**config.mk**
```make
export PLATFORM = sky130hd
export DESIGN_NAME = vic_top
export DESIGN_NICKNAME = d
export VERILOG_FILES = /design/src/vic_pkg.sv /design/src/vic_edge_detect.sv /design/src/vic_top.sv
export SDC_FILE = /design/constraint.sdc
export NUM_CORES = 1
export LEC_CHECK = 0
export BUFFER_PORTS_ARGS = -buffer_cell sky130_fd_sc_hd__buf_4
export CORE_AREA = 4 4 64 66
export CTS_BUF_LIST = sky130_fd_sc_hd__clkbuf_4 sky130_fd_sc_hd__clkbuf_8 sky130_fd_sc_hd__clkbuf_16
export CTS_CLUSTER_SIZE = 28
export DETAILED_ROUTE_END_ITERATION = 10
export DIE_AREA = 0 0 68 70
export PLACE_DENSITY = 0.79
export SYNTH_ARGS = -nofsm -noshare
export SYNTH_HDL_FRONTEND = slang
export SYNTH_SLANG_ARGS = --single-unit
export TNS_END_PERCENT = 30
```
**constraint.sdc**
```tcl
create_clock -name mclk -period 1.5 [get_ports mclk]
set_clock_uncertainty 0.15 [all_clocks]
set_input_delay 0.3 -clock mclk [delete_from_list [all_inputs] [get_ports mclk]]
set_output_delay 0.3 -clock mclk [all_outputs]
set_load 0.005 [all_outputs]
```
**src/vic_pkg.sv**
```systemverilog
// Purpose: Shared constants for the vectored interrupt controller.
// Assumes: Register indices are local to the controller's plain register port.
// Notes: Vectors are program memory word addresses.
package vic_pkg;
	localparam int unsigned VIC_ADDR_W = 1;
	localparam logic [0:0] VIC_REG_CTRL_A = 1'h0;
	localparam logic [0:0] VIC_REG_CTRL_B = 1'h1;
	localparam int unsigned VIC_SRC_N = 6;
	localparam int unsigned VIC_VEC_W = 8;
	// Bit positions in irq_ctrl_a.
	localparam int unsigned VIC_A_GIE = 0;
	localparam int unsigned VIC_A_EN_LO = 1;
	localparam int unsigned VIC_A_FLAG_LO = 4;
	localparam int unsigned VIC_A_TEST = 7;
	// Bit positions in irq_ctrl_b.
	localparam int unsigned VIC_B_EN_LO = 0;
	localparam int unsigned VIC_B_FLAG_LO = 4;
	localparam int unsigned VIC_B_ADC_FLAG = 5;
	localparam logic [7:0] VIC_CTRL_B_IMPL = 8'h77;
	localparam logic [7:0] VIC_CTRL_A_IMPL = 8'h7f;
	localparam logic [7:0] VIC_CTRL_RESET = 8'h00;
	// Source order, index 0 is the highest priority.
	localparam int unsigned VIC_SRC_EXT = 0;
	localparam int unsigned VIC_SRC_T0 = 1;
	localparam int unsigned VIC_SRC_T1 = 2;
	localparam int unsigned VIC_SRC_MULTI = 3;
	localparam int unsigned VIC_SRC_ADC = 4;
	localparam int unsigned VIC_SRC_TOUCH = 5;
	localparam logic [7:0] VIC_VEC_EXT = 8'h04;
	localparam logic [7:0] VIC_VEC_T0 = 8'h08;
	localparam logic [7:0] VIC_VEC_T1 = 8'h0c;
	localparam logic [7:0] VIC_VEC_MULTI = 8'h10;
	localparam logic [7:0] VIC_VEC_ADC = 8'h14;
	localparam logic [7:0] VIC_VEC_TOUCH = 8'h18;
	localparam logic [1:0] VIC_EDGE_FALL = 2'h0;
	localparam logic [1:0] VIC_EDGE_RISE = 2'h1;
	localparam logic [1:0] VIC_EDGE_BOTH = 2'h2;
endpackage

```
**src/vic_edge_detect.sv**
```systemverilog
// Purpose: Synchronise the external interrupt pin and report a selected edge.
// Assumes: The pin is asynchronous to mclk.
// Notes: Reserved edge code 3 detects nothing.
module vic_edge_detect
	import vic_pkg::*;
(
	input wire logic mclk,
	input wire logic rst_n,
	input wire logic pin_in,
	input wire logic [1:0] edge_sel,
	output logic edge_pulse
);
	typedef struct packed {
		logic meta;
		logic sync;
		logic prev;
		logic [1:0] settle;
	} vic_edge_state_type;

	vic_edge_state_type state_ff;
	vic_edge_state_type nxt_state;

	always_comb begin
		nxt_state = state_ff;
		nxt_state.meta = pin_in;
		nxt_state.sync = state_ff.meta;
		nxt_state.prev = state_ff.sync;
		if (state_ff.settle != 2'h3) begin
			nxt_state.settle = state_ff.settle + 2'h1;
		end
	end

	always_ff @(posedge mclk or negedge rst_n) begin
		if (!rst_n) begin
			state_ff <= '0;
		end else begin
			state_ff <= nxt_state;
		end
	end

	always_comb begin
		unique case (edge_sel)
			VIC_EDGE_FALL: edge_pulse = state_ff.prev & ~state_ff.sync;
			VIC_EDGE_RISE: edge_pulse = ~state_ff.prev & state_ff.sync;
			VIC_EDGE_BOTH: edge_pulse = state_ff.prev ^ state_ff.sync;
			default: edge_pulse = 1'b0;
		endcase
		// Hides the false edge that the zero reset value would show against a high pin.
		if (state_ff.settle != 2'h3) begin
			edge_pulse = 1'b0;
		end
	end
endmodule

```
**src/vic_top.sv**
```systemverilog
// Function
// - Multi flag self-clears, origin flags stay set; the code keeps no origin flags, and the multi flag clears on service or write
// - ADC done signal sets adc_done_flag bit5
// - ADC request branches to 14H, clears flags
// - Nesting held until isr_exit_with_enable or re-enable
// - Isr_exit_with_enable sets global enable, ret does not
// - Requests serviced at next phase-two pulse
// - Fixed priority order, global enable masks all
// - Flags stay set until serviced or cleared
// - Ctrl A bits 0-3 are enables
// - Ctrl A bits 4-6 are request flags
// - Ctrl B bits 0-2 enables, 3,7 zero
// - Ctrl B bits 4-6 are request flags
// - Touch completion sets flag, vector 18H
// - Wake on interrupt, port, watchdog, timer
// - No acknowledge while the stack is full
// - External pin edge sets flag, vector 04H
// - Timer one like timer zero, vector 0CH
// - Any multi source request sets multi flag
//
// Purpose: Six-source vectored interrupt controller for an 8-bit core.
// Assumes: Core gives a phase_two_pulse strobe, stack full level and return strobes.
// Notes: Registers reached over a plain port with read data one cycle later.
//
// The register offsets and the strobed register port were left to the implementer.
module vic_top
	import vic_pkg::*;
(
	input wire logic mclk,
	input wire logic rst_n,
	input wire logic [vic_pkg::VIC_ADDR_W-1:0] reg_addr,
	input wire logic [7:0] reg_wdata,
	input wire logic reg_wr,
	input wire logic reg_rd,
	output logic [7:0] reg_rdata,
	input wire logic ext_irq_pin,
	input wire logic [1:0] ext_edge_sel,
	input wire logic timer0_overflow,
	input wire logic timer1_overflow,
	input wire logic [2:0] multi_src_req,
	input wire logic adc_conv_done,
	input wire logic touch_done,
	input wire logic phase_two_pulse,
	input wire logic stack_full,
	input wire logic isr_exit_with_enable,
	input wire logic plain_subroutine_exit,
	input wire logic porta_wake_event,
	input wire logic wdt_overflow,
	input wire logic timer_wake_event,
	output logic irq_ack,
	output logic [vic_pkg::VIC_VEC_W-1:0] irq_vector,
	output logic push_pc,
	output logic wake_req,
	output logic test_mode
);
	// ************************************************************
	// State
	// ************************************************************
	// One register holds all state except the edge detector's synchroniser, so reset and update sit in one place.
	typedef struct packed {
		logic gie;
		logic [VIC_SRC_N-1:0] enable;
		logic [VIC_SRC_N-1:0] flag;
		logic test_bit;
		logic ack;
		logic [VIC_VEC_W-1:0] vector;
		logic wake;
		logic [7:0] rdata;
	} vic_state_type;

	vic_state_type state_ff;
	vic_state_type nxt_state;
	logic ext_edge;
	logic [VIC_SRC_N-1:0] src_event;
	logic [VIC_SRC_N-1:0] pending;
	logic [VIC_SRC_N-1:0] grant;
	logic [VIC_SRC_N-1:0] svc_clear;
	logic [VIC_SRC_N-1:0] sw_clear;
	logic wr_a;
	logic wr_b;
	logic rd_a;
	logic rd_b;
	logic [VIC_SRC_N-1:0] flag_keep;
	logic [VIC_SRC_N-1:0] nxt_flag;
	logic [7:0] image_a;
	logic [7:0] image_b;
	logic wake_any;
	logic gie_set;
	logic gie_clear;
	logic ack_now;
	logic [VIC_VEC_W-1:0] vec_now;

	// Returns the one-hot of the lowest set bit, the highest priority.
	function automatic logic [VIC_SRC_N-1:0] vic_pick(input logic [VIC_SRC_N-1:0] req);
		logic [VIC_SRC_N-1:0] one;
		one = '0;
		// Scans from the lowest priority up, so the last hit wins.
		for (int i = VIC_SRC_N - 1; i >= 0; i--) begin
			if (req[i]) begin
				one = '0;
				one[i] = 1'b1;
			end
		end
		return one;
	endfunction

	// Maps a one-hot grant to its branch address; no grant gives zero.
	function automatic logic [VIC_VEC_W-1:0] vic_vec(input logic [VIC_SRC_N-1:0] g);
		logic [VIC_VEC_W-1:0] v;
		v = '0;
		if (g[VIC_SRC_EXT]) v = VIC_VEC_EXT;
		if (g[VIC_SRC_T0]) v = VIC_VEC_T0;
		if (g[VIC_SRC_T1]) v = VIC_VEC_T1;
		if (g[VIC_SRC_MULTI]) v = VIC_VEC_MULTI;
		if (g[VIC_SRC_ADC]) v = VIC_VEC_ADC;
		if (g[VIC_SRC_TOUCH]) v = VIC_VEC_TOUCH;
		return v;
	endfunction

	// Packs irq_ctrl_a: test bit, three flags, three enables, global enable.
	function automatic logic [7:0] vic_image_a(input vic_state_type st);
		logic [7:0] img;
		img = 8'h00;
		img[VIC_A_GIE] = st.gie;
		img[VIC_A_EN_LO +: 3] = st.enable[VIC_SRC_T1:VIC_SRC_EXT];
		img[VIC_A_FLAG_LO +: 3] = st.flag[VIC_SRC_T1:VIC_SRC_EXT];
		img[VIC_A_TEST] = st.test_bit;
		return img;
	endfunction

	// Packs irq_ctrl_b; the unused bits 3 and 7 are forced low by the mask.
	function automatic logic [7:0] vic_image_b(input vic_state_type st);
		logic [7:0] img;
		img = 8'h00;
		img[VIC_B_EN_LO +: 3] = st.enable[VIC_SRC_TOUCH:VIC_SRC_MULTI];
		img[VIC_B_FLAG_LO +: 3] = st.flag[VIC_SRC_TOUCH:VIC_SRC_MULTI];
		return img & VIC_CTRL_B_IMPL;
	endfunction

	// ************************************************************
	// Event sources
	// ************************************************************
	// pin edge detect
	vic_edge_detect u_edge (
		.mclk(mclk),
		.rst_n(rst_n),
		.pin_in(ext_irq_pin),
		.edge_sel(ext_edge_sel),
		.edge_pulse(ext_edge)
	);

	always_comb begin
		src_event = '0;
		src_event[VIC_SRC_EXT] = ext_edge;
		src_event[VIC_SRC_T0] = timer0_overflow;
		src_event[VIC_SRC_T1] = timer1_overflow;
		src_event[VIC_SRC_MULTI] = |multi_src_req;
		src_event[VIC_SRC_ADC] = adc_conv_done;
		src_event[VIC_SRC_TOUCH] = touch_done;
	end

	// ************************************************************
	// Arbitration
	// ************************************************************
	always_comb begin
		pending = state_ff.flag & state_ff.enable & {VIC_SRC_N{state_ff.gie}};
		grant = vic_pick(pending);
		// Outside a strobe, or with a full stack, requests wait in their flags.
		// sample at strobe
		if (!phase_two_pulse || stack_full) begin
			grant = '0;
		end
		svc_clear = grant;
	end

	assign wr_a = reg_wr && (reg_addr == VIC_REG_CTRL_A);
	assign wr_b = reg_wr && (reg_addr == VIC_REG_CTRL_B);

	// Writing 0 to a flag bit clears it; writing 1 leaves it as it is.
	always_comb begin
		sw_clear = '0;
		if (wr_a) begin
			sw_clear[VIC_SRC_T1:VIC_SRC_EXT] = ~reg_wdata[VIC_A_FLAG_LO +: 3];
		end
		if (wr_b) begin
			sw_clear[VIC_SRC_TOUCH:VIC_SRC_MULTI] = ~reg_wdata[VIC_B_FLAG_LO +: 3];
		end
	end

	// ************************************************************
	// Next state
	// ************************************************************
	// global enable control
	always_comb begin
		// A plain subroutine exit is not decoded, so it leaves the enable alone.
		gie_set = isr_exit_with_enable;
		gie_clear = |grant;
	end

	always_comb begin
		flag_keep = ~sw_clear & ~svc_clear;
		// A source event in the same cycle as a clear wins, so no request is lost.
		nxt_flag = (state_ff.flag & flag_keep) | src_event;
	end

	always_comb begin
		ack_now = |grant;
		vec_now = state_ff.vector;
		if (ack_now) begin
			vec_now = vic_vec(grant);
		end
	end

	always_comb begin
		nxt_state = state_ff;
		if (wr_a) begin
			nxt_state.gie = reg_wdata[VIC_A_GIE];
			nxt_state.enable[VIC_SRC_T1:VIC_SRC_EXT] = reg_wdata[VIC_A_EN_LO +: 3];
			nxt_state.test_bit = reg_wdata[VIC_A_TEST];
		end
		if (wr_b) begin
			nxt_state.enable[VIC_SRC_TOUCH:VIC_SRC_MULTI] = reg_wdata[VIC_B_EN_LO +: 3];
		end
		if (gie_set) begin
			nxt_state.gie = 1'b1;
		end
		if (gie_clear) begin
			nxt_state.gie = 1'b0;
		end
		nxt_state.flag = nxt_flag;
		nxt_state.ack = ack_now;
		nxt_state.vector = vec_now;
		nxt_state.wake = wake_any;
		nxt_state.rdata = 8'h00;
		if (rd_a) begin
			nxt_state.rdata = image_a;
		end
		if (rd_b) begin
			nxt_state.rdata = image_b;
		end
	end

	// ************************************************************
	// Register port
	// ************************************************************
	assign rd_a = reg_rd && (reg_addr == VIC_REG_CTRL_A);
	assign rd_b = reg_rd && (reg_addr == VIC_REG_CTRL_B);

	always_comb begin
		image_a = vic_image_a(state_ff);
		image_b = vic_image_b(state_ff);
	end

	// ************************************************************
	// Wake
	// ************************************************************
	// any wake source
	always_comb begin
		// The global enable is ignored so that a masked core still wakes.
		wake_any = |(state_ff.flag & state_ff.enable);
		wake_any = wake_any | (|src_event);
		wake_any = wake_any | porta_wake_event | wdt_overflow | timer_wake_event;
	end

	// ************************************************************
	// Registers
	// ************************************************************
	always_ff @(posedge mclk or negedge rst_n) begin
		if (!rst_n) begin
			state_ff <= '0;
		end else begin
			state_ff <= nxt_state;
		end
	end

	// ************************************************************
	// Outputs
	// ************************************************************
	// Plain subroutine exit leaves the global enable untouched by design.
	assign irq_ack = state_ff.ack;
	// The acknowledge doubles as the push request; only the program counter is saved.
	assign push_pc = state_ff.ack;
	assign irq_vector = state_ff.vector;
	assign wake_req = state_ff.wake;
	assign reg_rdata = state_ff.rdata;
	assign test_mode = state_ff.test_bit;
endmodule

```
* Word level (Yosys, flattened, before mapping) *
Index checks and enable logic that the tools add are counted.
W data, S select, Z words.

word-level totals
  register bits = 37
  bits of input ports = 30
  logic and storage cells = 69

operators by class
  add/sub/neg operators = 1
  equality and inequality tests = 3
  mux-type cells = 22
  bitwise logic cells = 18
  reductions and logical operators = 12

operators with widths
  operator               count
  $mux W8                7
  $mux W6                7
  $and A6 B6 Y6          4
  $not A6 Y6             2
  $reduce_or A6 Y1       2
  $mux W3                3
  $reduce_or A8 Y1       1
  $or A6 B6 Y6           1
  $logic_and A1 B1 Y1    4
  $mux W1                4
  $or A1 B1 Y1           4
  $not A1 Y1             3
  $not A3 Y3             1
  $pmux W1 S3            1
  $reduce_bool A3 Y1     1
  $reduce_or A3 Y1       1
  $add A2 B1 Y2 const B  1
  $and A1 B1 Y1          2
  $eq A2 B1 Y1 const B   1
  $eq A2 B2 Y1 const B   1
  $logic_not A2 Y1       1
  $ne A2 B2 Y1 const B   1
  $logic_not A1 Y1       1
  $logic_or A1 B1 Y1     1
  $xor A1 B1 Y1          1

* Longest topological paths before layout *
  depth in word-level cells = 15
  gate-level depth with buffers = 6
  mapped depth without buffers = 6

* Cells and area by module *
From an unflattened synthesis, not the netlist that was laid out.

unflattened totals
  cell total of the unflattened synthesis = 122
  area, all modules = 1462.7 um^2

modules (own cells, without submodules)
  module           times used  cells each  area an instance (um^2)  seq. area each (um^2)
  vic_top          1           105         1239.9                   675.6
  vic_edge_detect  1           17          222.7                    125.1

* Worst setup path after synthesis *
Ideal clock, no wire load.

  path type = register to register
  from = register state_ff, in the netlist image_a[2]
  to = register state_ff, in the netlist image_a[0]
  library setup time = 126 ps
  data arrival time = 1375 ps
  required time = 1224 ps
  setup slack = -150 ps
  cell stages (with the launch flop) = 5
  buffers on the path = 0
  cells stage by stage = dfrtp_1 a222oi_1 nand3_2 a41oi_2 a31oi_1

on the way
  cells in the longest elaborated chain, start to end = 7

RTL lines
  what                                                                   line            text
  start, declared                                                        vic_top.sv:71   vic_state_type state_ff;
  start signal, assigned                                                 vic_top.sv:272  state_ff <= nxt_state;
  $and A6 B6 Y6 (*) (2 in a row)                                         vic_top.sv:166  pending = state_ff.flag & state_ff.enable & {VIC_SRC_N{state_ff.gie}};
  $mux W6 (*) (2 in a row)                                               vic_top.sv:99   if (req[i]) begin
  $mux W6 (*)                                                            vic_top.sv:170  if (!phase_two_pulse || stack_full) begin
  $reduce_or A6 Y1 (*)                                                   -
  net ack_now                                                            vic_top.sv:90   logic ack_now;
  $reduce_bool A3 Y1 (no source line) / $mux W1 (equally long branches)  -

The timed path passes the listed nets; every way through them passes the cells marked *.
A chain may end at the register's enable or synchronous reset.

* Worst setup path after layout *
  from = register state_ff, in the netlist image_a[5]
  to = register state_ff, in the netlist image_b[6]

on the way
  cells in the longest elaborated chain, start to end = 9

RTL lines
  what                        line            text
  $and A6 B6 Y6 (2 in a row)  vic_top.sv:166
  $mux W6 (2 in a row)        vic_top.sv:99
  $mux W6                     vic_top.sv:170
  $not A6 Y6                  vic_top.sv:201  flag_keep = ~sw_clear & ~svc_clear;
  $and A6 B6 Y6               vic_top.sv:201
  $and A6 B6 Y6               vic_top.sv:203  nxt_flag = (state_ff.flag & flag_keep) | src_event;
  $or A6 B6 Y6                vic_top.sv:203
  net nxt_flag[5]             vic_top.sv:84   logic [VIC_SRC_N-1:0] nxt_flag;

The timed path passes the listed nets, and every way through them passes these cells.

==> flow_metrics.tcl <==
set metrics [dict create \
    hold_depth 3 \
    final_antenna_net_count 0 \
    fin_area_um2 2180 \
    synthFlopType "dfrtp_1" \
    synth_cell_types 38 \
    place.gp.congestion 0.903 \
    slowest_delay_ns 0.43 \
    r2r_start "image_a[5]" \
    grt_usage_pct 16.3 \
    crit_path_end_kind "flip-flop" \
    holdPathEnd "image_b[4]" \
    yosysMostFrequentCell "dfrtp_1" \
    ios 50 \
    critPathArrivalTime_ns 1.64 \
    final_util_pct 60.8 \
    area_growth_pct 45.0 \
    p_leak_nw 1.06 \
    maxCapViolCount 0 \
    synth_common_cells "32 x dfrtp_1, 26 x nand2_1, 8 x nor2b_1" \
    avgRoutedWirePerCell_um 13.4 \
    tns_ns -0.342 \
    core_um2 3580 \
    path_class "reg -> reg" \
    crit_fanout 5 \
    cts_root_buf "clkbuf_4" \
    grt_start_max_net_pins 33 \
    antenna_cells 0 \
    syn_avg_cell_area_um2 10.8 \
    fmax_mhz 637 \
    rsz0062_at_grt "true" \
    r2r-end "image_b[6]" \
    cp.required_ns 1.57 \
    min_from "multi_src_req[2]" \
    async_flop_share_pct 100 \
    drive_gt1_share_pct 36.9 \
    die_area_um2 4760 \
    netlist_top_cells_area "dfrtp_1 53%, nand2_1 6.5%, mux2i_1 4.0%" \
    dr.pass1.iters 4 \
    fin_ws_ns -0.0696 \
    vias 1261 \
    fp.dieH_um 70 \
    yosys.area.top_type "dfrtp_1" \
    setup_viol 7 \
    grt_first_pass_wirelength_um 5720 \
    worst-r2r-setup-slack_ns -0.07 \
    syn_inst 139 \
    postPlaceCellArea_um2 1980 \
    ys_ff_latch 32 \
    dp_slack_ns -0.116 \
    crit_path_start_kind "flip-flop" \
    cp_slowest_cell "dfrtp_1" \
    vias_per_cell 4.81 \
    ys_seq_area_share_pct 53.4 \
    fin_crit_ns 1.57 \
    nets 246 \
    post-route-period-util_pct 105 \
    core.rowCount 22 \
    synth_edf_count 0 \
    tritoncts "yes" \
    antenna_found_initial 0 \
    clock-sinks 32 \
    peakVddDrop_mv 0.400 \
    clock_latency_ns 0.33 \
    crit_chain "a222oi_1 -> buf_4 -> a41oi_1 -> or2_1" \
    yosysWarnings 0 \
    die_w_um 68 \
    dpl.hpwl_um 2690 \
    port-buffer-count 43 \
    p_per_area_nw_per_um2 1060 \
    reg2regPathDepth 4 \
    grt_pass1_vias 1248 \
    violations "negative setup slack" \
    start_util_pct 41.9 \
    cts_buffers 5 \
    cts.clk_slew.worst_paths_ns 0.10 \
    cts_htree_levels 2 \
    drt_iter0_drc 65 \
    status "finished with violations" \
    fill_cells 297 \
    slew_violations 0 \
    grt_overflow 0 \
    routed_wl_um 3510 \
    synth_area_um2 1500 \
    clockBufferDepth 2 \
    synth_top_area_share_pct 53.4 \
    drc 0 \
    crit_family "compound AO/OA/AOI/OAI gates" \
    min_path_type "in -> reg" \
    final_hold_viol_count 0 \
    critPathBufInv 1 \
]
==> through the flow <==
stage / std cells / power, W / hold slack (ns)
final: 262 / 0.00230 / 0.0179
after global routing: 262 / 0.00246 / 0.00268
after CTS: 262 / 0.00232 / 0.00202
after detailed placement: 244 / 0.00164 / 0.105
after global placement: 244 / 0.00162 / 0.102
after floorplan: 143 / 0.00131 / -0.146
==> cell usage in the layout, fill, tap and decap left out, drive strengths merged, types with 5 or more instances in the layout <==
cell type and n:
a21oi 5, buf 63, clkbuf 5, conb 5, dfrtp 32, dlygate4sd3 8, mux2i 6, nand2 26
nor2b 9, o21ai 6
==> routing by layer <==
layer  share of wire [%]  GRT usage, %  wire length (um)  vias up
met5                   0             0                 0        -
met4                 2.5          8.39                88        0
met3                 6.5          4.34               229        6
met2                  49          25.4              1700       45
met1                  42          20.2              1490      584
li1                    -             -                 -      626
==> cell type report <==
class                   count  area (um^2)  share of cell area [%]
inverters                   3         11.3                   0.518
clock inverters             3         42.5                    1.96
well taps                  48         60.1                    2.76
multi-input cells         100          667                    30.6
flip-flops and latches     32          801                    36.8
repair buffers             71          557                    25.6
clock buffers               5         37.5                    1.73
==> kinds of logic (layout without fill, tap and decap cells) <==
family	after synthesis	in the layout	share of synthesized area, %
buffers and inverters	11	82	4.34
adders and majority gates	3	3	2.50
xor gates and xnor gates	1	1	0.584
and+or+nand+nor	57	57	20.5
AOI/OAI and AO/OA	24	24	11.4
muxes	10	10	7.01
other	1	5	0.250
DFF	32	32	53.4
==> where the power goes <==
| part | switching (W) | total [W] | internal [W] |
|---|---|---|---|
| Combinational | 0.000260 | 0.000608 | 0.000348 |
| Clock | 0.000294 | 0.000641 | 0.000347 |
| Sequential | 0.0000814 | 0.00105 | 0.000971 |
==> registers in the layout, indices dropped and copies added (netlist names) <==
| signal | cells |
|---|---|
| irq_vector | 3 |
| u_edge.state_ff | 3 |
| u_edge.nxt_state | 2 |
| wake_req | 1 |
| reg_rdata | 8 |
| irq_ack | 1 |
| test_mode | 1 |
| image_a | 7 |
| image_b | 6 |
==> how the worst max path moves through the flow <==
stage          cells past startpoint       start  slack (ns)            end
6_report                           4  image_a[5]       -0.07     image_b[6]
5_1_grt                            5  image_a[5]       -0.13  irq_vector[2]
4_1_cts                            5  image_a[2]       -0.05  irq_vector[2]
3_5_place_dp                       5  image_a[5]       -0.12     image_a[0]
3_3_place_gp                       5  image_a[5]       -0.07     image_a[0]
2_1_floorplan                      4  image_a[2]       -0.13     image_a[0]
==> worst min-delay path: stages <==
cell     delay (ns)
buf_4          0.08
nor3_1         0.05
nand2_1        0.05
==> what timing repair did <==
| item | 4_1_cts | 5_1_grt |
|---|---|---|
| resized for setup | 1 | 4 |
| endpoints found under the hold margin | 39 | 0 |
| buffers inserted | 2 | 0 |
| hold buffers | 8 | 0 |
| pin swaps | 5 | 2 |
| setup endpoints to repair | 8 | 9 |
Power figures use the tool's default switching activity.
